--- src/hdl/ssi_pkg.sv ---
package ssi_pkg;

    // access states, gray ordered from most open to most closed
    typedef enum logic [1:0] {
        SSI_PERMITTED  = 2'h0,
        SSI_CONTROLLED = 2'h1,
        SSI_RESTRICTED = 2'h3,
        SSI_NO_ACCESS  = 2'h2
    } ssi_access_t;

    localparam logic [1:0] ACCESS_RESET = 2'h0;

    // register byte offsets
    localparam logic [7:0] OFS_CTRL = 8'h00;
    localparam logic [7:0] OFS_CMD = 8'h04;
    localparam logic [7:0] OFS_STATUS = 8'h08;
    localparam logic [7:0] OFS_IRQ_STAT = 8'h0C;
    localparam logic [7:0] OFS_IRQ_MASK = 8'h10;

    // control register fields
    localparam int CTRL_ACCESS_LSB = 0;
    localparam int CTRL_KEY_BIT = 2;
    localparam int CTRL_DOOR_BIT = 3;
    // command register fields (self clearing)
    localparam int CMD_ILK_RESET_BIT = 0;
    // status register fields
    localparam int STAT_PRESET_BIT = 0;
    localparam int STAT_SR_BIT = 1;
    localparam int STAT_ILK_LSB = 2;
    localparam int STAT_VIOL_BIT = 5;
    localparam int STAT_TIMER_BIT = 6;
    localparam int STAT_ACCESS_LSB = 8;
    localparam int STAT_INPUTS_LSB = 16;

    // interrupt status / mask fields
    localparam int IRQ_W = 5;
    localparam int IRQ_PRESET_SET = 0;
    localparam int IRQ_SR_SET = 1;
    localparam int IRQ_SR_LOST = 2;
    localparam int IRQ_ILK_TRIP = 3;
    localparam int IRQ_VIOLATION = 4;
    localparam logic [4:0] IRQ_MASK_RESET = 5'h00;

    // filtered input vector positions
    localparam int NUM_IN = 13;
    localparam int IN_PRESET = 0;
    localparam int IN_KEYS_COMPLETE = 1;
    localparam int IN_GATE_CLOSED = 2;
    localparam int IN_DOOR_CLOSED = 3;
    localparam int IN_RESET_LOCAL = 4;
    localparam int IN_RESET_ROOM = 5;
    localparam int IN_DOOR_SW_OK = 6;
    localparam int IN_EOFF_OK = 7;
    localparam int IN_EMERG_OK = 8;
    localparam int IN_STOPPERS_IN = 9;
    localparam int IN_HAZARDS_OFF = 10;
    localparam int IN_HW_ENABLE = 11;
    localparam int IN_ILK_RESET = 12;

    // timing
    localparam longint unsigned CLK_HZ = 100_000_000;
    localparam longint unsigned PRESET_HOLD_S = 120;
    localparam longint unsigned PRESET_HOLD_CYC = PRESET_HOLD_S * CLK_HZ;
    localparam longint unsigned DEBOUNCE_US = 10_000;
    localparam longint unsigned DEBOUNCE_CYC = DEBOUNCE_US * CLK_HZ / 1_000_000;

endpackage

--- src/hdl/ssi_filter.sv ---
module ssi_filter #(
    parameter longint unsigned DEB_CYCLES = ssi_pkg::DEBOUNCE_CYC
) (
    input wire logic ref_clk,
    input wire logic rst,
    input wire logic raw,
    output logic filtered
);
    localparam int CW = $clog2(DEB_CYCLES + 1);
    localparam logic [CW-1:0] LAST = CW'(DEB_CYCLES - 1);

    typedef struct packed {
        logic s1;
        logic s2;
        logic stable;
        logic [CW-1:0] cnt;
    } ssi_filter_t;

    ssi_filter_t s;
    ssi_filter_t next_s;

    // the level must hold for the whole window before it is believed
    always_comb begin
        next_s = s;
        next_s.s1 = raw;
        next_s.s2 = s.s1;
        if (s.s2 == s.stable) begin
            next_s.cnt = '0;
        end else if (s.cnt >= LAST) begin
            next_s.stable = s.s2;
            next_s.cnt = '0;
        end else begin
            next_s.cnt = s.cnt + CW'(1);
        end
    end

    always_ff @(posedge ref_clk or posedge rst) begin
        if (rst) begin
            s <= '0;
        end else begin
            s <= next_s;
        end
    end

    assign filtered = s.stable;

    debounce_window_a: assert property (@(posedge ref_clk) disable iff (rst)
        $changed(s.stable) |-> s.stable == $past(s.s2) && $past(s.cnt) == LAST)
        else $error("filtered level changed before the window ran out");
endmodule

--- src/hdl/ssi_hold_timer.sv ---
module ssi_hold_timer #(
    parameter longint unsigned CYCLES = ssi_pkg::PRESET_HOLD_CYC
) (
    input wire logic ref_clk,
    input wire logic rst,
    input wire logic trig,
    output logic active
);
    localparam int CW = $clog2(CYCLES + 1);

    typedef struct packed {
        logic [CW-1:0] cnt;
    } ssi_timer_t;

    ssi_timer_t s;
    ssi_timer_t next_s;

    // reloads while triggered, then runs down once the trigger falls
    always_comb begin
        next_s = s;
        if (trig) begin
            next_s.cnt = CW'(CYCLES);
        end else if (s.cnt != '0) begin
            next_s.cnt = s.cnt - CW'(1);
        end
    end

    always_ff @(posedge ref_clk or posedge rst) begin
        if (rst) begin
            s <= '0;
        end else begin
            s <= next_s;
        end
    end

    assign active = (s.cnt != '0);
endmodule

--- src/hdl/ssi_interlock.sv ---
module ssi_interlock #(
    parameter longint unsigned PRESET_HOLD_CYCLES = ssi_pkg::PRESET_HOLD_CYC,
    parameter longint unsigned DEBOUNCE_CYCLES = ssi_pkg::DEBOUNCE_CYC
) (
    input wire logic ref_clk,
    input wire logic rst,
    input wire logic psel,
    input wire logic penable,
    input wire logic pwrite,
    input wire logic [7:0] paddr,
    input wire logic [31:0] pwdata,
    output logic [31:0] prdata,
    output logic pready,
    output logic pslverr,
    input wire logic preset_push_command,
    input wire logic key_bank_complete,
    input wire logic inner_gate_closed,
    input wire logic outer_door_closed,
    input wire logic reset_button_local,
    input wire logic reset_button_room,
    input wire logic door_switch_ok,
    input wire logic emergency_off_ok,
    input wire logic emergency_entry_ok,
    input wire logic stoppers_inserted,
    input wire logic hazards_off,
    input wire logic hw_enable,
    input wire logic interlock_reset_button,
    output logic stopper_permit,
    output logic hazard_permit,
    output logic modulator_power_source_permit,
    output logic key_release_permit,
    output logic door_latch_permit,
    output logic preset_active,
    output logic search_reset_active,
    output logic irq
);
    typedef struct packed {
        logic preset;
        logic search_reset;
        logic [2:0] ilk;
        logic violation;
        ssi_pkg::ssi_access_t access;
        logic key_req;
        logic door_req;
        logic [ssi_pkg::IRQ_W-1:0] irq_stat;
        logic [ssi_pkg::IRQ_W-1:0] irq_mask;
        logic [31:0] prdata;
        logic pready;
        logic pslverr;
        logic stopper_permit;
        logic hazard_permit;
        logic mod_permit;
        logic key_permit;
        logic door_permit;
        logic irq;
    } ssi_state_t;

    ssi_state_t s;
    ssi_state_t next_s;

    logic [ssi_pkg::NUM_IN-1:0] raw;
    logic [ssi_pkg::NUM_IN-1:0] f;
    logic timer_active;

    assign raw = {interlock_reset_button, hw_enable, hazards_off, stoppers_inserted,
                  emergency_entry_ok, emergency_off_ok, door_switch_ok, reset_button_room,
                  reset_button_local, outer_door_closed, inner_gate_closed, key_bank_complete,
                  preset_push_command};

    // every pin passes its own synchroniser and debounce
    genvar gi;
    generate
        for (gi = 0; gi < ssi_pkg::NUM_IN; gi++) begin : g_in
            ssi_filter #(.DEB_CYCLES(DEBOUNCE_CYCLES)) u_filt (
                .ref_clk(ref_clk),
                .rst(rst),
                .raw(raw[gi]),
                .filtered(f[gi])
            );
        end
    endgenerate

    ssi_hold_timer #(.CYCLES(PRESET_HOLD_CYCLES)) u_timer (
        .ref_clk(ref_clk),
        .rst(rst),
        .trig(!f[ssi_pkg::IN_KEYS_COMPLETE] && !f[ssi_pkg::IN_GATE_CLOSED]),
        .active(timer_active)
    );

    logic [2:0] contacts;
    logic ilk_reset;
    logic quals;
    logic beam_zone;
    logic entry_state;
    logic wr;
    logic rd_setup;
    logic mapped;
    logic [1:0] wr_access;
    logic [ssi_pkg::IRQ_W-1:0] events;

    always_comb begin
        contacts = {f[ssi_pkg::IN_EMERG_OK], f[ssi_pkg::IN_EOFF_OK], f[ssi_pkg::IN_DOOR_SW_OK]};
        beam_zone = (s.access == ssi_pkg::SSI_RESTRICTED) || (s.access == ssi_pkg::SSI_NO_ACCESS);
        entry_state = (s.access == ssi_pkg::SSI_PERMITTED) || (s.access == ssi_pkg::SSI_CONTROLLED);
        wr = psel && penable && s.pready && pwrite;
        rd_setup = psel && !penable;
        mapped = (paddr == ssi_pkg::OFS_CTRL) || (paddr == ssi_pkg::OFS_CMD) || (paddr == ssi_pkg::OFS_STATUS)
                 || (paddr == ssi_pkg::OFS_IRQ_STAT) || (paddr == ssi_pkg::OFS_IRQ_MASK);
        wr_access = pwdata[ssi_pkg::CTRL_ACCESS_LSB +: 2];
        // software reset command only counts with the hardware enable held
        ilk_reset = f[ssi_pkg::IN_ILK_RESET] || (wr && paddr == ssi_pkg::OFS_CMD
                    && pwdata[ssi_pkg::CMD_ILK_RESET_BIT] && f[ssi_pkg::IN_HW_ENABLE]);
        quals = f[ssi_pkg::IN_GATE_CLOSED] && f[ssi_pkg::IN_DOOR_CLOSED]
                && f[ssi_pkg::IN_KEYS_COMPLETE] && (&s.ilk);
        next_s = s;
        events = '0;

        // trip latches: reset only re-arms a contact that is healthy now
        for (int i = 0; i < 3; i++) begin
            next_s.ilk[i] = contacts[i] && (s.ilk[i] || ilk_reset);
        end
        events[ssi_pkg::IRQ_ILK_TRIP] = |(s.ilk & ~contacts);

        // set needs both buttons in the same filtered cycle and a live preset
        next_s.search_reset = quals && (s.search_reset
                              || (s.preset && f[ssi_pkg::IN_RESET_LOCAL] && f[ssi_pkg::IN_RESET_ROOM]));
        events[ssi_pkg::IRQ_SR_SET] = !s.search_reset && next_s.search_reset;
        events[ssi_pkg::IRQ_SR_LOST] = s.search_reset && !next_s.search_reset;

        // a lost search reset drops preset too, so the whole sequence must repeat
        next_s.preset = (f[ssi_pkg::IN_PRESET] || (s.preset && (timer_active || s.search_reset)))
                        && !events[ssi_pkg::IRQ_SR_LOST];
        events[ssi_pkg::IRQ_PRESET_SET] = !s.preset && next_s.preset;

        // only a loss in a zone that may see beam is a violation
        if (events[ssi_pkg::IRQ_SR_LOST] && beam_zone) begin
            next_s.violation = 1'h1;
        end else if (ilk_reset) begin
            next_s.violation = 1'h0;
        end
        events[ssi_pkg::IRQ_VIOLATION] = !s.violation && next_s.violation;

        next_s.stopper_permit = next_s.search_reset && beam_zone && !next_s.violation;
        next_s.hazard_permit = next_s.search_reset && beam_zone && !next_s.violation;
        next_s.mod_permit = !next_s.violation;
        next_s.key_permit = entry_state && s.key_req && f[ssi_pkg::IN_HW_ENABLE]
                            && f[ssi_pkg::IN_STOPPERS_IN] && f[ssi_pkg::IN_HAZARDS_OFF];
        next_s.door_permit = entry_state && s.door_req && f[ssi_pkg::IN_HW_ENABLE]
                             && f[ssi_pkg::IN_STOPPERS_IN] && f[ssi_pkg::IN_HAZARDS_OFF];

        // apb: answer one cycle after setup, writes land at the completing edge
        next_s.pready = rd_setup;
        next_s.pslverr = rd_setup && !mapped;
        if (rd_setup) begin
            unique case (paddr)
                ssi_pkg::OFS_CTRL: next_s.prdata = {28'h0000000, s.door_req, s.key_req, s.access};
                ssi_pkg::OFS_STATUS: next_s.prdata = {3'h0, f, 6'h00, s.access, 1'h0, timer_active,
                                                     s.violation, s.ilk, s.search_reset, s.preset};
                ssi_pkg::OFS_IRQ_STAT: next_s.prdata = {27'h0000000, s.irq_stat};
                ssi_pkg::OFS_IRQ_MASK: next_s.prdata = {27'h0000000, s.irq_mask};
                default: next_s.prdata = 32'h00000000;
            endcase
        end
        if (wr && paddr == ssi_pkg::OFS_CTRL) begin
            next_s.key_req = pwdata[ssi_pkg::CTRL_KEY_BIT];
            next_s.door_req = pwdata[ssi_pkg::CTRL_DOOR_BIT];
            // closing the zone is refused without a completed search
            if (!(wr_access == ssi_pkg::SSI_RESTRICTED || wr_access == ssi_pkg::SSI_NO_ACCESS)
                || s.search_reset) begin
                next_s.access = ssi_pkg::ssi_access_t'(wr_access);
            end
        end
        if (wr && paddr == ssi_pkg::OFS_IRQ_MASK) begin
            next_s.irq_mask = pwdata[ssi_pkg::IRQ_W-1:0];
        end
        // write-one-to-clear; a same-cycle event wins over the clear
        if (wr && paddr == ssi_pkg::OFS_IRQ_STAT) begin
            next_s.irq_stat = s.irq_stat & ~pwdata[ssi_pkg::IRQ_W-1:0];
        end
        next_s.irq_stat = next_s.irq_stat | events;
        next_s.irq = |(next_s.irq_stat & next_s.irq_mask);
    end

    always_ff @(posedge ref_clk or posedge rst) begin
        if (rst) begin
            s <= '0;
            s.access <= ssi_pkg::ssi_access_t'(ssi_pkg::ACCESS_RESET);
            s.irq_mask <= ssi_pkg::IRQ_MASK_RESET;
        end else begin
            s <= next_s;
        end
    end

    assign prdata = s.prdata;
    assign pready = s.pready;
    assign pslverr = s.pslverr;
    assign stopper_permit = s.stopper_permit;
    assign hazard_permit = s.hazard_permit;
    assign modulator_power_source_permit = s.mod_permit;
    assign key_release_permit = s.key_permit;
    assign door_latch_permit = s.door_permit;
    assign preset_active = s.preset;
    assign search_reset_active = s.search_reset;
    assign irq = s.irq;

    preset_set_a: assert property (@(posedge ref_clk) disable iff (rst)
        f[ssi_pkg::IN_PRESET] && !s.search_reset |=> s.preset)
        else $error("preset command did not set the preset latch");

    preset_hold_a: assert property (@(posedge ref_clk) disable iff (rst)
        s.preset && !f[ssi_pkg::IN_PRESET] && !timer_active && !s.search_reset |=> !s.preset)
        else $error("preset held without hold path");

    sr_set_qual_a: assert property (@(posedge ref_clk) disable iff (rst)
        $rose(s.search_reset) |-> $past(f[ssi_pkg::IN_RESET_LOCAL] && f[ssi_pkg::IN_RESET_ROOM]
            && f[ssi_pkg::IN_GATE_CLOSED] && f[ssi_pkg::IN_DOOR_CLOSED] && f[ssi_pkg::IN_KEYS_COMPLETE]
            && (&s.ilk)))
        else $error("search reset set without all qualifiers");

    sr_self_hold_a: assert property (@(posedge ref_clk) disable iff (rst)
        s.search_reset && quals |=> s.search_reset)
        else $error("search reset dropped with qualifiers true");

    sr_loss_a: assert property (@(posedge ref_clk) disable iff (rst)
        s.search_reset && !quals |=> !s.search_reset)
        else $error("search reset kept after qualifier loss");

    preset_drop_a: assert property (@(posedge ref_clk) disable iff (rst)
        $fell(s.search_reset) |-> !s.preset)
        else $error("preset survived search reset loss");

    stopper_withdraw_a: assert property (@(posedge ref_clk) disable iff (rst)
        !s.search_reset |-> !s.stopper_permit && !s.hazard_permit)
        else $error("beam permits without search reset");

    entry_gate_a: assert property (@(posedge ref_clk) disable iff (rst)
        s.key_permit || s.door_permit |-> $past(f[ssi_pkg::IN_STOPPERS_IN] && f[ssi_pkg::IN_HAZARDS_OFF]))
        else $error("entry permit without stoppers in and hazards off");

    violation_mod_a: assert property (@(posedge ref_clk) disable iff (rst)
        $rose(s.violation) |-> !s.mod_permit && !s.stopper_permit && !s.hazard_permit)
        else $error("violation did not drop all permits");

    entry_mod_a: assert property (@(posedge ref_clk) disable iff (rst)
        $fell(s.mod_permit) |-> s.violation)
        else $error("modulator permit dropped without violation");

    // a trip never heals by itself, whatever the contact does afterwards
    trip_latch_a: assert property (@(posedge ref_clk) disable iff (rst)
        !ilk_reset |=> (s.ilk & ~$past(s.ilk)) == 3'h0)
        else $error("interlock latch set without a reset");

    trip_catch_a: assert property (@(posedge ref_clk) disable iff (rst)
        !(&contacts) |=> (s.ilk & $past(~contacts)) == 3'h0)
        else $error("open contact left its latch set");

    raise_guard_a: assert property (@(posedge ref_clk) disable iff (rst)
        $changed(s.access) && (s.access == ssi_pkg::SSI_RESTRICTED || s.access == ssi_pkg::SSI_NO_ACCESS)
        |-> $past(s.search_reset))
        else $error("zone closed without search reset");

    preset_cause_a: assert property (@(posedge ref_clk) disable iff (rst)
        $rose(s.preset) |-> $past(f[ssi_pkg::IN_PRESET]))
        else $error("preset latch set without a preset command");

    hold_reload_a: assert property (@(posedge ref_clk) disable iff (rst)
        s.preset && !f[ssi_pkg::IN_KEYS_COMPLETE] && !f[ssi_pkg::IN_GATE_CLOSED] |=> timer_active)
        else $error("hold timer idle while keys out and gate open");

    sr_preset_a: assert property (@(posedge ref_clk) disable iff (rst)
        $rose(s.search_reset) |-> $past(s.preset))
        else $error("search reset set without a live preset");

    entry_state_a: assert property (@(posedge ref_clk) disable iff (rst)
        s.key_permit || s.door_permit |-> $past(entry_state))
        else $error("entry permit outside an entry state");

    viol_cause_a: assert property (@(posedge ref_clk) disable iff (rst)
        $rose(s.violation) |-> $past(beam_zone && s.search_reset))
        else $error("violation raised outside a beam zone loss");

    sw_enable_a: assert property (@(posedge ref_clk) disable iff (rst)
        !f[ssi_pkg::IN_HW_ENABLE] && !f[ssi_pkg::IN_ILK_RESET]
        |=> !$fell(s.violation) && (s.ilk & ~$past(s.ilk)) == 3'h0)
        else $error("interlock reset acted without the hardware enable");
endmodule

--- config.mk ---
export PLATFORM = sky130hd
export DESIGN_NAME = ssi_interlock
export DESIGN_NICKNAME = d
export VERILOG_FILES = /design/src/hdl/ssi_pkg.sv /design/src/hdl/ssi_filter.sv /design/src/hdl/ssi_hold_timer.sv /design/src/hdl/ssi_interlock.sv
export SDC_FILE = /design/constraint.sdc
export NUM_CORES = 1
export LEC_CHECK = 0
export BUFFER_PORTS_ARGS = -buffer_cell sky130_fd_sc_hd__buf_2
export CAP_MARGIN = 20
export CELL_PAD_IN_SITES_DETAIL_PLACEMENT = 1
export CELL_PAD_IN_SITES_GLOBAL_PLACEMENT = 1
export CORE_UTILIZATION = 31
export CTS_CLUSTER_SIZE = 40
export DETAILED_ROUTE_END_ITERATION = 16
export PLACE_DENSITY = 0.53
export SLEW_MARGIN = 20
export SYNTH_ARGS = -nofsm -noshare
export SYNTH_HDL_FRONTEND = slang
export SYNTH_SLANG_ARGS = --single-unit
--- constraint.sdc ---
create_clock -name ref_clk -period 21.1 [get_ports ref_clk]
set_input_delay 4.22 -clock ref_clk [delete_from_list [all_inputs] [get_ports ref_clk]]
set_output_delay 4.22 -clock ref_clk [all_outputs]
set_load 0.01 [all_outputs]
==> impl_metrics.tcl <==
set metrics [dict create \
    io_buffers 62 \
    wl_met1_mm 23.3 \
    clock_path_buffers 3 \
    whs_ps 346 \
    finalHoldViolCount 0 \
    crit_arrival_ps 6700 \
    cts-root-buf "clkbuf_16" \
    slew_headroom 0.352 \
    ys_seq_area_frac 0.510 \
    ys_seq_elements 382 \
    num_rows 89 \
    die_x_um 248 \
    seqCellArea_sq_um 9560 \
    max_stage_delay_ps 750 \
    cts.hold.buffers_added 0 \
    finalNonFillerCells 2719 \
    p_leak_nw 9.00 \
    fin_util 0.357 \
    track_usage 0.159 \
    clock_sinks 382 \
    wl_met3_mm 2.43 \
    status "complete, no violations" \
    grt_first_pass_wirelength_mm 79.0 \
    area_growth_pct 13.2 \
    cp_slowest_cell "nand3b_1" \
    nNetsFinal 1981 \
    gp_congestion 0.775 \
    path_class "in -> reg" \
    yosysMostFrequentCell "dfrtp_1" \
    tns_ps 0 \
    yosys_warnings 0 \
    drive_above_1_share 0.0982 \
    crit_chain "buf_2 > or4_1 > nor2_1 > nand3b_1 > o31ai_1" \
    hp-class "reg -> reg" \
    top_layer "met5" \
    yosys.area.top_type "dfrtp_1" \
    synth_cell_types 65 \
    cts_inserted_buffers 48 \
    rsz0062_at_grt "no" \
    path_max_fanout 17 \
    core_region_area_sq_um 59400 \
    die_area_sq_um 61500 \
    post_cts_buffers 0 \
    fillers 6699 \
    clk_pin_slew_ps 60 \
    grt_pass1_vias 14700 \
    ys.flop_type "dfrtp_1" \
    htree_levels 2 \
    fin_crit_ps 6230 \
    viasPerCell 5.08 \
    setup_viol 0 \
    postCtsResizedCells 0 \
    wire_per_inst_um 17.4 \
    synth_edf_count 0 \
    drv_slew 0 \
    clk_latency_ps 580 \
    peakVddDrop_v 0.0000579 \
    cp-start-kind "input pin" \
    grt_remaining_overflow 0 \
    critPathBufInv 1 \
    cellPowerDensity_nw_per_um2 75.5 \
    dieHeight_um 248 \
    worst_pin_slew_ps 964 \
    num_vias 13800 \
    cts_tree "built" \
    yosys-top-cells-area "dfrtp_1 51%, xor2_1 6.3%, nor2_1 4.6%" \
    fmax_mhz 160 \
    drv_cap 0 \
    skew_ps 16.0 \
    cpLargestDelayFamily "simple AND/OR/NAND/NOR gates" \
    start_util 0.316 \
    timing.final.crit_share 0.295 \
    multiInputGateArea_sq_um 8410 \
    grt_max_degree 125 \
    worstPathRequired_ps 21570 \
    ant_nets 0 \
    num_io_pins 100 \
    avgSynthCellArea_sq_um 9.94 \
    synth_top_area_share 0.510 \
    antenna_found_initial 3 \
    placed_cells 2631 \
    drtIter0Drc 681 \
    synthCells 1885 \
    drc 0 \
    wl_mm 47.2 \
    post-dp-hpwl_mm 31.4 \
    firstDrtPassIters 4 \
    synthArstFlopShare 1.00 \
    synth_common_cells "382 x dfrtp_1, 230 x nor2_1, 134 x xor2_1" \
    syn_area_sq_um 18700 \
    end_kind "flip-flop" \
    dr_wl_met2_mm 20.6 \
]
## metal layers
metal	up-vias	global-route usage
met5	-	0
met4	2	0.0471
met3	58	0.0368
met2	152	0.247
met1	6918	0.218
li1	6683	-
## cells by family after synthesis
| kind of cell | count (synthesis) | synth area share |
|---|---|---|
| simple gates | 761 | 0.210 |
| flops | 382 | 0.510 |
| compound gates | 293 | 0.107 |
| xor+xnor | 232 | 0.108 |
| buf+inv | 183 | 0.0443 |
| mux | 18 | 0.0102 |
| fa+ha+maj | 15 | 0.0100 |
| other cells | 1 | 0.000200 |
## registers in the layout, summed over array words and instances, names as in the netlist
register,cells
key_release_permit,1
g_in.u_filt.filtered,13
g_in.u_filt.next_s,13
g_in.u_filt.s,273
u_timer.s,34
s,18
irq,1
preset_active,1
prdata,22
pslverr,1
pready,1
search_reset_active,1
modulator_power_source_permit,1
door_latch_permit,1
hazard_permit,1
## placed cells by master, fill, tap and decap left out, types with 16 or more instances in the layout
master	n
nand4_1	59
nand3_1	119
nor4_1	21
o31ai_1	23
nor3_1	22
dfrtp_1	382
xor2_1	134
clkbuf_16	49
o21ai_0	38
a211oi_1	101
nor2_1	230
clkbuf_1	16
and3_1	50
inv_1	59
buf_2	62
or4_1	28
xnor2_1	98
a21oi_1	46
and4_1	36
buf_4	23
nand2_1	112
## per-stage QoR
| stage | setup WS (ps) | area (sq um) | total power, W |
|---|---|---|---|
| 6_report | 14870 | 21200 | 0.00160 |
| 5_1_grt | 14550 | 21200 | 0.00167 |
| 4_1_cts | 14770 | 21200 | 0.00164 |
| 3_5_place_dp | 14130 | 19700 | 0.000814 |
| 3_3_place_gp | 14170 | 19700 | 0.000813 |
| 2_1_floorplan | 6270 | 18800 | 0.000795 |
## worst paths after layout
kind	startpoint	end	slack (ps)	cells after the start
setup / recovery	paddr[5]	prdata[6]	14870	5
hold / removal	g_in[1].u_filt.next_s[21]	g_in[1].u_filt.s[21]	350	0
setup reg to reg	u_timer.s[25]	preset_active	18140	6
hold reg to reg	g_in[1].u_filt.next_s[21]	g_in[1].u_filt.s[21]	350	0
max in group asynchronous	rst	g_in[0].u_filt.next_s[21]	15750	3
min in group asynchronous	rst	g_in[5].u_filt.next_s[21]	3830	2
## report_power, final
| group | switching, W | leakage (nW) | internal, W |
|---|---|---|---|
| sequential | 0.00000847 | 5.16 | 0.000742 |
| combinational | 0.0000358 | 3.08 | 0.0000127 |
| clock | 0.000322 | 0.756 | 0.000481 |
| total | 0.000366 | 9.00 | 0.00124 |
## worst register-to-register path: cells and delay by family, from the launching register on
kind | cells | cell delay, ps
AO/OA/AOI/OAI | 2 | 240
buffers and inverters | 1 | 230
flip-flops | 1 | 410
AND/OR/NAND/NOR | 3 | 1980
## cell type report
type	count	area share
Antenna cell	1	0.000118
Clock buffer	77	0.0684
Clock inverter	10	0.00419
Inverter	61	0.0111
Multi-Input combinational cell	1329	0.396
Sequential cell	382	0.451
Tap cell	773	0.0456
Timing Repair Buffer	86	0.0235
No activity file was read; power rests on OpenSTA's default activity.
